===== src/rtl/pif_map.svh =====
`ifndef PIF_MAP_SVH
`define PIF_MAP_SVH

// ----------------------------------------
// Register byte offsets
// ----------------------------------------
`define PIF_OFF_EN_ONE  4'h0
`define PIF_OFF_EN_TWO  4'h4
`define PIF_OFF_REQ_ONE 4'h8

// ----------------------------------------
// Field positions
// ----------------------------------------
`define PIF_BIT_GATE 7
`define PIF_BIT_CONV 6
`define PIF_BIT_RX   5
`define PIF_BIT_TX   4
`define PIF_BIT_SYNC 3
`define PIF_BIT_CC1  2
`define PIF_BIT_PM   1
`define PIF_BIT_OVF  0
`define PIF_BIT_CC2  0

// ----------------------------------------
// Reset values and masks
// ----------------------------------------
`define PIF_RST_EN_ONE  8'h00
`define PIF_RST_EN_TWO  8'h00
`define PIF_RST_REQ_ONE 8'h00
`define PIF_EN_TWO_MASK 8'h01
`define PIF_REQ_WR_MASK 8'h4F

// ----------------------------------------
// Bus answers
// ----------------------------------------
`define PIF_RESP_OKAY   2'h0
`define PIF_RESP_SLVERR 2'h2

`endif


===== src/rtl/pif_pkg.sv =====
package pif_pkg;

  // ----------------------------------------
  // Register select
  // ----------------------------------------
  typedef enum logic [3:0] {
    PIF_SEL_EN_ONE  = 4'h1,
    PIF_SEL_EN_TWO  = 4'h2,
    PIF_SEL_REQ_ONE = 4'h4,
    PIF_SEL_NONE    = 4'h8
  } pif_sel_e;

  // ----------------------------------------
  // Whole block state
  // ----------------------------------------
  typedef struct packed {
    logic [7:0]  en_one;
    logic [7:0]  en_two;
    logic [7:0]  req_one;
    logic        irq;
    logic        aw_got;
    pif_sel_e    aw_sel;
    logic        w_got;
    logic [31:0] wdata;
    logic [3:0]  wstrb;
    logic        awready;
    logic        wready;
    logic        bvalid;
    logic [1:0]  bresp;
    logic        arready;
    logic        rvalid;
    logic [31:0] rdata;
    logic [1:0]  rresp;
  } pif_state_s;

endpackage : pif_pkg


===== src/rtl/pif_top.sv =====
`timescale 1ns/100ps
`include "pif_map.svh"

// Operation
// - Enable one bit 7: gate done enable
// - Enable one bit 6: conversion enable
// - Enable one bit 5: serial receive enable
// - Enable one bit 4: serial transmit enable
// - Enable one bit 3: sync port enable
// - Enable one bit 2: capcmp one enable
// - Enable one bit 1: period match enable
// - Enable one bit 0: timer one overflow enable
// - Enable two: only bit 0, rest zero
// - Nothing forwarded without peripheral gate set
// - Flags set regardless of any enable
// - Bit 7 reads one while gate inactive
// - Bit 6 set on conversion done
// - Bit 4 read-only, mirrors transmit empty
// - Bit 3 set on sync transfer done
// - Bit 2 capture/compare event, not PWM
// - Bit 1 set on period match
// - Bit 0 set on timer one overflow

module pif_top #(
  parameter int ADDR_W = 4
) (
  input  wire logic        clk,
  input  wire logic        reset,
  input  wire logic        ce,
  input  wire logic        peripheral_int_gate,
  input  wire logic        gate_active,
  input  wire logic        conversion_done_evt,
  input  wire logic        serial_rx_full,
  input  wire logic        serial_tx_empty,
  input  wire logic        sync_port_done_evt,
  input  wire logic        capcmp_one_evt,
  input  wire logic        capcmp_one_pwm,
  input  wire logic        period_match_evt,
  input  wire logic        timer_one_ovf_evt,
  input  wire logic        capcmp_two_flag,
  output logic             peripheral_int_req,
  input  wire logic [ADDR_W-1:0] s_axi_awaddr,
  input  wire logic        s_axi_awvalid,
  output logic             s_axi_awready,
  input  wire logic [31:0] s_axi_wdata,
  input  wire logic [3:0]  s_axi_wstrb,
  input  wire logic        s_axi_wvalid,
  output logic             s_axi_wready,
  output logic [1:0]       s_axi_bresp,
  output logic             s_axi_bvalid,
  input  wire logic        s_axi_bready,
  input  wire logic [ADDR_W-1:0] s_axi_araddr,
  input  wire logic        s_axi_arvalid,
  output logic             s_axi_arready,
  output logic [31:0]      s_axi_rdata,
  output logic [1:0]       s_axi_rresp,
  output logic             s_axi_rvalid,
  input  wire logic        s_axi_rready
);

  // ----------------------------------------
  // Elaboration check
  // ----------------------------------------
  generate
    if (ADDR_W < 4) begin : g_bad_addr
      $error("pif_top needs ADDR_W of at least 4");
    end
  endgenerate

  // ----------------------------------------
  // Address decode
  // ----------------------------------------
  // Upper address bits must be zero, else the access is unmapped
  function automatic pif_pkg::pif_sel_e pif_decode(
    input logic [ADDR_W-1:0] addr
  );
    logic [ADDR_W-1:0] hi;
    pif_pkg::pif_sel_e sel;
    hi = addr >> 4;
    sel = pif_pkg::PIF_SEL_NONE;
    if (hi == '0) begin
      case (addr[3:0])
        `PIF_OFF_EN_ONE:  sel = pif_pkg::PIF_SEL_EN_ONE;
        `PIF_OFF_EN_TWO:  sel = pif_pkg::PIF_SEL_EN_TWO;
        `PIF_OFF_REQ_ONE: sel = pif_pkg::PIF_SEL_REQ_ONE;
        default:          sel = pif_pkg::PIF_SEL_NONE;
      endcase
    end
    return sel;
  endfunction : pif_decode

  // ----------------------------------------
  // State
  // ----------------------------------------
  pif_pkg::pif_state_s s_reg;
  pif_pkg::pif_state_s s_next;

  // ----------------------------------------
  // Next state
  // ----------------------------------------
  always_comb begin
    logic [7:0] base;
    logic [7:0] evt;
    logic [7:0] pend;
    logic       wr_en;
    s_next = s_reg;
    base = s_reg.req_one;
    evt = 8'h00;
    pend = 8'h00;
    wr_en = 1'b0;

    // Write address and data are taken in either order
    if (s_reg.awready && s_axi_awvalid) begin
      s_next.aw_got = 1'b1;
      s_next.aw_sel = pif_decode(s_axi_awaddr);
    end
    if (s_reg.wready && s_axi_wvalid) begin
      s_next.w_got = 1'b1;
      s_next.wdata = s_axi_wdata;
      s_next.wstrb = s_axi_wstrb;
    end

    // Commit a write once both halves are held
    if (s_reg.aw_got && s_reg.w_got && !s_reg.bvalid) begin
      s_next.aw_got = 1'b0;
      s_next.w_got = 1'b0;
      s_next.bvalid = 1'b1;
      s_next.bresp = `PIF_RESP_OKAY;
      case (s_reg.aw_sel)
        pif_pkg::PIF_SEL_EN_ONE: begin
          if (s_reg.wstrb[0]) begin
            s_next.en_one = s_reg.wdata[7:0];
          end
        end
        pif_pkg::PIF_SEL_EN_TWO: begin
          if (s_reg.wstrb[0]) begin
            s_next.en_two = s_reg.wdata[7:0] & `PIF_EN_TWO_MASK;
          end
        end
        pif_pkg::PIF_SEL_REQ_ONE: begin
          wr_en = s_reg.wstrb[0];
        end
        default: begin
          s_next.bresp = `PIF_RESP_SLVERR;
        end
      endcase
    end
    if (s_reg.bvalid && s_axi_bready) begin
      s_next.bvalid = 1'b0;
    end
    s_next.awready = !s_next.aw_got && !s_next.bvalid;
    s_next.wready = !s_next.w_got && !s_next.bvalid;

    // Reads answer from current state, one cycle after the address
    if (s_reg.arready && s_axi_arvalid) begin
      s_next.rvalid = 1'b1;
      s_next.rresp = `PIF_RESP_OKAY;
      s_next.rdata = 32'h0000_0000;
      case (pif_decode(s_axi_araddr))
        pif_pkg::PIF_SEL_EN_ONE: begin
          s_next.rdata[7:0] = s_reg.en_one;
        end
        pif_pkg::PIF_SEL_EN_TWO: begin
          s_next.rdata[7:0] = s_reg.en_two;
        end
        pif_pkg::PIF_SEL_REQ_ONE: begin
          s_next.rdata[7:0] = s_reg.req_one;
        end
        default: begin
          s_next.rresp = `PIF_RESP_SLVERR;
        end
      endcase
    end
    if (s_reg.rvalid && s_axi_rready) begin
      s_next.rvalid = 1'b0;
    end
    s_next.arready = !s_next.rvalid;

    // Software write replaces the writable flags; zero clears
    if (wr_en) begin
      base = (s_reg.req_one & ~`PIF_REQ_WR_MASK)
           | (s_reg.wdata[7:0] & `PIF_REQ_WR_MASK);
    end

    // Events ignore every enable and win over a clearing write
    evt[`PIF_BIT_CONV] = conversion_done_evt;
    evt[`PIF_BIT_SYNC] = sync_port_done_evt;
    evt[`PIF_BIT_CC1] = capcmp_one_evt && !capcmp_one_pwm;
    evt[`PIF_BIT_PM] = period_match_evt;
    evt[`PIF_BIT_OVF] = timer_one_ovf_evt;
    s_next.req_one = base | (evt & `PIF_REQ_WR_MASK);

    // Level-driven flags follow their sources, writes have no effect
    s_next.req_one[`PIF_BIT_GATE] = !gate_active;
    // Receive side drops its level when its data register is read
    s_next.req_one[`PIF_BIT_RX] = serial_rx_full;
    // Transmit side drops its level when its data register is written
    s_next.req_one[`PIF_BIT_TX] = serial_tx_empty;

    // Masked requests; bits map one to one onto enables
    pend = s_next.req_one & s_next.en_one;
    // Stale flags fire at once when enabled; software clears first
    s_next.irq = peripheral_int_gate
               && ((|pend)
                   || (capcmp_two_flag && s_next.en_two[`PIF_BIT_CC2]));
  end

  // ----------------------------------------
  // Registers
  // ----------------------------------------
  // Clock enable low freezes flags, enables and bus alike
  always_ff @(posedge clk or posedge reset) begin
    if (reset) begin
      s_reg <= '{
        en_one:  `PIF_RST_EN_ONE,
        en_two:  `PIF_RST_EN_TWO,
        req_one: `PIF_RST_REQ_ONE,
        aw_sel:  pif_pkg::PIF_SEL_NONE,
        default: '0
      };
    end else if (ce) begin
      s_reg <= s_next;
    end
  end

  // ----------------------------------------
  // Outputs
  // ----------------------------------------
  assign peripheral_int_req = s_reg.irq;
  assign s_axi_awready = s_reg.awready;
  assign s_axi_wready = s_reg.wready;
  assign s_axi_bvalid = s_reg.bvalid;
  assign s_axi_bresp = s_reg.bresp;
  assign s_axi_arready = s_reg.arready;
  assign s_axi_rvalid = s_reg.rvalid;
  assign s_axi_rdata = s_reg.rdata;
  assign s_axi_rresp = s_reg.rresp;

endmodule : pif_top


===== config.mk =====
export PLATFORM = sky130hd
export DESIGN_NAME = pif_top
export DESIGN_NICKNAME = d
export VERILOG_FILES = /design/src/rtl/pif_pkg.sv /design/src/rtl/pif_top.sv
export VERILOG_INCLUDE_DIRS = /design/src /design/src/rtl
export SDC_FILE = /design/constraint.sdc
export NUM_CORES = 1
export LEC_CHECK = 0
export ABC_AREA = 1
export BUFFER_PORTS_ARGS = -buffer_cell sky130_fd_sc_hd__buf_4
export CAP_MARGIN = 20
export CORE_ASPECT_RATIO = 1.25
export CORE_MARGIN = 2
export CORE_UTILIZATION = 40
export DETAILED_ROUTE_END_ITERATION = 10
export HOLD_SLACK_MARGIN = 0.06
export PLACE_DENSITY = 0.68
export SYNTH_ARGS = -nofsm -noshare
export SYNTH_HDL_FRONTEND = slang
export SYNTH_SLANG_ARGS = --single-unit

===== constraint.sdc =====
create_clock -name clk -period 1.8 [get_ports clk]
set_input_delay 0.09 -clock clk [delete_from_list [all_inputs] [get_ports clk]]
set_output_delay 0.09 -clock clk [all_outputs]
set_load 0.02 [all_outputs]

Word-level counts from Yosys, hierarchy flattened
Cells that the tools add are included.
- register bits: 77
- input bits: 63
- output and inout port bits: 42
- word-level logic and storage cells: 81
- equal/unequal tests: 10
- muxes and demuxes: 22
- bitwise logic cells: 3
- reduce and logical (&&, ||, !) cells: 29
- operator list (operator ; count):
    two-way mux 37 bit ; 1
    two-way mux 35 bit ; 1
    one-hot mux 4 bit (3 select lines) ; 2
    one-hot mux 8 bit (3 select lines) ; 1
    equality test 4 x 3 -> 1 bit, second input constant ; 4
    two-way mux 16 bit ; 1
    two-way mux 8 bit ; 2
    logical AND 1 bit ; 12
    bitwise AND 8 bit ; 1
    equality test 4 x 1 -> 1 bit, second input constant ; 2
    equality test 4 x 2 -> 1 bit, second input constant ; 2
    equality test 4 bit, second input constant ; 2
    logical NOT 4 bit ; 2
    two-way mux 1 bit ; 8
    AND reduction 2 bit ; 4
    OR reduction 8 bit ; 1
    logical NOT 1 bit ; 7
    two-way mux 7 bit ; 1
    OR 6 x 7 -> 7 bit ; 1
    OR 7 bit ; 1
    OR reduction 3 bit ; 2
    two-way mux 5 bit ; 1
    two-way mux 2 bit ; 2
    two-way mux 4 bit ; 1
    other kinds (2) ; 2

Logic depth before layout (Yosys ltp)
Gate-level depths: netlist (run 1).
- depth in word-level cells: 9
- depth in mapped cells: 12
- gate-level depth less buffers: 12

Worst setup path after synthesis (run 1)
Ideal clock, no wire load.
- path type: register to register
- from: register s_reg, in the netlist s_axi_bvalid
- to: register s_reg, in the netlist peripheral_int_req
- setup time: 116 ps
- data arrival time: 1372 ps
- required time: 1684 ps
- slack: 311 ps
- cell stages (with the launch flop): 13
- buffers on the path: 0
- period minus slack after synthesis: 1489 ps
- cell sequence: dfrtp_1 > inv_2 > nand3_2 > nor2_8 > nand2_2 > nand2_1 > nand3_2 > nand2_1 > nand2_1 > nor2_1 > nand3_1 > nand2_1 > nand2_1
- word-level cells in the longest chain between the ends: 9
- elaborated cells between the ends (all ways): 11
- those cells by class: mux: 3; bitwise: 2; reduce/logical: 6
- RTL lines (element ; line ; source):
    start, declared ; pif_top.sv:95 ; pif_pkg::pif_state_s s_reg;
    start signal, assigned ; pif_top.sv:214 ; s_reg <= '{
    start signal, assigned ; pif_top.sv:222 ; s_reg <= s_next;
    logical NOT 1 bit (*) ; pif_top.sv:124 ; if (s_reg.aw_got && s_reg.w_got && !s_reg.bvalid) begin
    logical AND 1 bit (*) ; pif_top.sv:124 ;
    two-way mux 1 bit ; pif_top.sv:124 ;
    two-way mux 7 bit ; pif_top.sv:180 ; if (wr_en) begin
    OR 7 bit ; pif_top.sv:191 ; s_next.req_one = base | (evt & `PIF_REQ_WR_MASK);
    bitwise AND 8 bit ; pif_top.sv:201 ; pend = s_next.req_one & s_next.en_one;
    OR reduction 8 bit ; pif_top.sv:204 ; && ((|pend)
    logical OR 1 bit (*) ; pif_top.sv:204 ;
    logical AND 1 bit (*) ; pif_top.sv:203 ; s_next.irq = peripheral_int_gate
Every way passes the cells marked *; elsewhere a longest branch is shown, timed or not.
A chain may end at the register's enable or synchronous reset.

Worst setup path in the final report (run 1)
Ends and elaborated chain as after synthesis.

==> impl_metrics.toml, run 1 <==
[run_status]
status = "completed"

[synthesis]
synth_top_area_share_pct = 43.7
syn_area_um2 = 2690
synth-seq-area-share_pct = 44.7
synth_area_leaders = "dfrtp_1 44%, nand2_1 14%, buf_4 10%"
ys_types = 31
ys_warn_count = 0
synth-seq-cells = 48
yosysTopAreaCell = "dfrtp_1"
netlist_instances = 342
avgSynthCellArea_um2 = 7.87

[layout]
layout_common_cells = "103 x nand2_1, 55 x buf_4, 47 x dfrtp_1"
finish.cell_count_without_fillers = 491
final_common_cell = "nand2_1"
fin_area_um2 = 3280
n_antenna_cell = 0
fillers = 655
drive_gt1_share_pct = 22.8
nets = 466
largest_reg_flops = 32
fin_util_pct = 50.3
areaGrowthSynthToFinish_pct = 22.1

[drt]
drc = 0
wl_per_cell_um = 11.1
dr.pass1.iters = 4
vias = 2194
drt-initial-drc-count = 106
routed_wl_um = 5450
routed.top_layer = "met4"
viasPerCell = 4.47
wl_met2_um = 2760
wl_met3_um = 303
wl_met1_um = 2320
antenna_left = 0

[die]
chipHeight_um = 95.7
die-area_um2 = 7400
ios = 105
die_w_um = 77.4
core_area_um2 = 6520
initial_core_util_pct = 41.2
row_count = 33

[worst_setup_path]
worstSetupPathType = "reg2reg"
endpoint = "peripheral_int_req$_DFFE_PP0P_"
cp_top_family = "simple AND/OR/NAND/NOR gates"
endpoint_kind = "flip-flop"
worstPathMaxFanout = 8
cp_data_required_time_ps = 2000
worst-r2r-setup-slack_ps = 160
reg2reg_from = "s_axi_bvalid$_DFFE_PP0P_"
cp_num_buf_inv = 1
path_depth = 12
startpoint_type = "flip-flop"
worstRegToRegCells = 12
startpoint = "s_axi_bvalid$_DFFE_PP0P_"
path_common_cell = "nand2_1"
arrival_ps = 1840
rr_endpoint = "peripheral_int_req$_DFFE_PP0P_"
crit_chain = "inv_2 -> nand3_2 -> nor2_8 -> nand2_2 -> nand2_1 -> nand3_1 -> nand2_1 -> nand2_1 -> nor2_1 -> nand3_1 -> nand2_1 -> nand2_1"
cp_slowest_cell = "dfrtp_1"
max_stage_delay_ps = 440

[timing]
finalCritPeriodShare_pct = 91.1
setup_violations = 0
rsz0062_at_grt = "false"
slew_violations = 0
clock.fmax_mhz = 610
whs_ps = 63.7
clock-skew-final_ps = 8.61
hold_viol = 0
period_needed_ps = 1640
setup_ws_ps = 160
fin_setup_tns_ps = 0

[power_and_ir_drop]
p_total_mw = 3.60
p_leak_nw = 1.74
peakVddDrop_uv = 671
p_per_area_nw_per_um2 = 1100

[clocking]
clkSinkCount = 48
cts_tree = "done"
root_buffer = "clkbuf_8"
clk_pin_slew_ps = 90
clk_path_buf_depth = 2
htree_levels = 2
cts_resized = 0
postCtsSetupBuffers = 0
cts_inserted_buffers = 5
insertion_delay_ps = 300

[place]
portBuffers = 51
place_hpwl_um = 4100
placed_cell_area_um2 = 3040
gp_congestion = 0.776
post-place-ws_ps = 154
dp_cells = 469

[global_routing]
grt_first_pass_wirelength_um = 9110
grt_max_degree = 30
grt_pass1_vias = 2066
antenna_found_initial = 0
track_usage_pct = 15.6
overflow = 0

[hold_path]
hold_path.class = "in2reg"
min_from = "peripheral_int_gate"

[job]
cap_violations = 0
## cell usage after synthesis (all sizes together)
cell type    n
a21oi        2
buf         37
clkbuf       4
clkinv       1
conb         1
dfrtp       47
dfstp        1
inv         42
nand2      111
nand3       23
nand3b       2
nand4        2
nor2        22
nor3         1
o21a         2
o21ai       33
o221ai       1
o22ai        8
o31ai        1
o41ai        1
## report_power, final
group          internal (mW)  switching (mW)  leakage, nW
Combinational          0.461           0.753         1.08
Sequential              1.39           0.239        0.605
Clock                  0.412           0.345       0.0552
Total                   2.27            1.34         1.74
## cell type report
class	count	area [um^2]	share of cell area [%]
flip-flops and latches	48	1200	36.6
repair buffers	70	573	17.4
clock buffers	6	72.6	2.21
inverters	43	161	4.91
clock inverters	2	35.0	1.07
well taps	87	109	3.31
multi-input cells	235	1130	34.4
## cell families after synthesis
kind of cell / count (synthesis) / share of synthesized area, %
and+or+nand+nor: 161 / 28.4
buffers and inverters: 84 / 16.7
AOI/OAI and AO/OA: 48 / 10.0
DFF: 48 / 44.7
other: 1 / 0.139
## timing repair
| action | CTS | global route |
|---|---|---|
| hold buffers | 14 | 0 |
| endpoints found under the hold margin | 45 | 0 |
| endpoints found under the setup margin | 0 | 0 |
## worst min-delay path by stage
stage	end	slack, ps	cells past startpoint
final	peripheral_int_req$_DFFE_PP0P_	60	5
after CTS	peripheral_int_req$_DFFE_PP0P_	70	5
after floorplan	s_reg[91]$_DFFE_PP0P_	200	1
after global routing	s_reg[80]$_DFFE_PP0P_	80	3
after detailed placement	s_axi_wready$_DFFE_PP0P_	80	2
after global placement	s_axi_wready$_DFFE_PP0P_	80	2
## worst min-delay path: stages
cell     delay [ps]
buf_4            70
nand2_1          40
inv_1            40
nand2_1          40
nand2_1          50
## routing by layer
layer	global-route usage, %	vias up
met5	0	-
met1	18.0	993
met2	28.8	61
met3	3.60	4
met4	4.46	0
li1	-	1136
No activity file was read; power rests on OpenSTA's default activity.
==> inputs of run 2 (changes only) <==
Settings changed: ABC_AREA 1 to unset, REMOVE_ABC_BUFFERS set to 1.
==> run 2 against run 1 <==
Net effect: the run now ends with setup timing left; area after synthesis down 1.1%; non-clock buffer count up 38; core utilization up 8.8 points; wire length up 30%; clock-buffer cell count unchanged; sequential share of layout area down 5.2 points; global-route usage up 2.1 points; cell area up 17%; clock skew up 1.4 ps; sequential power up 4%; fmax down 14%; largest cell class is now multi-input combinational cells.
==> impl_metrics.toml, run 2 <==
[synthesis]
ys_types = 46
synthArstFlopShare_pct = 100
syn_area_um2 = 2660
synth-seq-area-share_pct = 45.2
synth_top_area_share_pct = 44.2
avgSynthCellArea_um2 = 10.6
synth_area_leaders = "dfrtp_1 44%, mux2_2 11%, buf_4 10%"
yosysTopAreaCell = "dfrtp_1"
netlist_instances = 250
synth_edf_count = 0
synth_top_flop_cell = "dfrtp_1"
synth_common_cells = "47 x dfrtp_1, 37 x buf_4, 25 x mux2_2, 21 x nand2_1, 18 x o21ai_0"
ys_warn_count = 0
synth-seq-cells = 48
yosysMostFrequentCell = "dfrtp_1"

[clocking]
htree_levels = 2
insertion_delay_ps = 300
root_buffer = "clkbuf_8"
clk_path_buf_depth = 2
clkSinkCount = 48
cts_inserted_buffers = 5
cts_tree = "done"
clk_pin_slew_ps = 90

[worst_setup_path]
worst-r2r-setup-slack_ps = -110
cp_data_required_time_ps = 1980
endpoint_kind = "flip-flop"
reg2reg_from = "s_reg[80]$_DFFE_PP0P_"
arrival_ps = 2090
startpoint = "s_reg[80]$_DFFE_PP0P_"
startpoint_type = "flip-flop"
endpoint = "peripheral_int_req$_DFFE_PP0P_"
worstRegToRegCells = 6
worstSetupPathType = "reg2reg"
rr_endpoint = "peripheral_int_req$_DFFE_PP0P_"
worstPathMaxFanout = 5

[job]
cap_violations = 0

[die]
ios = 105
row_count = 33
die_w_um = 77.0
initial_core_util_pct = 41.1
core_area_um2 = 6480
chipHeight_um = 95.2
die-area_um2 = 7330

[global_routing]
track_usage_pct = 17.7
grt_max_degree = 30
antenna_found_initial = 0
grt_first_pass_wirelength_um = 10100
overflow = 0
grt_pass1_vias = 2094

[layout]
drive_gt1_share_pct = 45.0
areaGrowthSynthToFinish_pct = 44.1
final_common_cell = "buf_4"
layout_common_cells = "86 x buf_4, 44 x dfrtp_1, 26 x conb_1"
largest_reg_flops = 32
fin_util_pct = 59.2
n_antenna_cell = 0
nets = 409

[timing]
setup_violations = 2
hold_viol = 0
whs_ps = 61.1
period_needed_ps = 1910
slew_headroom_pct = 61.8
worstMarginPinSlew_ps = 572
finalCritPeriodShare_pct = 106
clock.fmax_mhz = 524
clock-skew-final_ps = 10.0
rsz0062_at_grt = "true"
slew_violations = 0
setup_ws_ps = -110

[run_status]
status = "complete, but fails checks"
violations = "setup timing"

[drt]
dr.pass1.iters = 4
wl_per_cell_um = 16.3
viasPerCell = 5.18
drc = 0
routed_wl_um = 7080
antenna_left = 0
drt-initial-drc-count = 69
vias = 2248

[place]
portBuffers = 51
gp_congestion = 0.889
place_hpwl_um = 4540

[power_and_ir_drop]
p_leak_nw = 1.69
peakVddDrop_uv = 464
p_per_area_nw_per_um2 = 1100

[hold_path]
hold_path.class = "in2reg"
run 2: layout make-up:
class                   count  area [um^2]
repair buffers            108          891
well taps                  87          109
flip-flops and latches     48         1210
clock buffers               6         72.6
clock inverters             2         35.0
inverters                   8         33.8
multi-input cells         175         1490
fillers                   544         2650
run 2: what timing repair did:
action | in CTS | in global routing
setup buffers | 3 | 12
cloned | 0 | 1
pin swaps | 3 | 6
resized for setup | 29 | 22
endpoints found under the setup margin | 5 | 4
hold buffers | 16 | 0
hold endpoints to repair | 33 | 0
run 2: power by group:
| group | switching (mW) | total, mW | internal, mW |
|---|---|---|---|
| logic | 0.838 | 1.73 | 0.897 |
| registers | 0.337 | 1.70 | 1.36 |
| clock network | 0.362 | 0.774 | 0.413 |
| total | 1.54 | 4.21 | 2.67 |
run 2: per-stage QoR:
step / TNS, ps / setup slack, ps / power, mW / instances / area, um^2
6_report: -116 / -110 / 4.21 / 434 / 3840
5_1_grt: -313 / -185 / 4.42 / 434 / 3840
4_1_cts: -70.3 / -70.3 / 3.88 / 422 / 3590
3_5_place_dp: -299 / -274 / 2.93 / 395 / 3150
3_3_place_gp: -268 / -237 / 2.90 / 395 / 3150
2_1_floorplan: -201 / -201 / 2.26 / 231 / 2440
run 2: worst min-delay path by stage:
stage	endpoint	from	depth (start not counted)
floorplan	s_reg[91]$_DFFE_PP0P_	ce	1
global placement	s_axi_awready$_DFFE_PP0P_	reset	2
detailed placement	s_axi_awready$_DFFE_PP0P_	reset	2
CTS	s_axi_rvalid$_DFFE_PP0P_	s_axi_rready	4
global route	s_axi_wready$_DFFE_PP0P_	ce	2
finish	s_axi_rvalid$_DFFE_PP0P_	s_axi_rready	4
run 2: metal layers:
layer | vias up | wire, um | track usage, %
met5 | - | 0 | 0
met4 | 0 | 195 | 5.30
met3 | 15 | 296 | 2.56
met2 | 85 | 3780 | 34.1
met1 | 1100 | 2810 | 20.2
li1 | 1048 | - | -
run 2: kinds of logic after synthesis:
kind of cell | share of synthesized area, %
XOR/XNOR | 0.329
buffers and inverters | 13.0
flip-flops | 45.2
other | 0.141
multiplexers | 14.5
AND/OR/NAND/NOR | 11.4
AO/OA/AOI/OAI | 15.5
run 2: critical path, cell delays in order, from the launching register on:
cell and delay (ps):
dfrtp_2 440, or3b_4 440, buf_6 150, nor4_4 250, a2111oi_4 120, a2111oi_4 280, a31oi_1 120
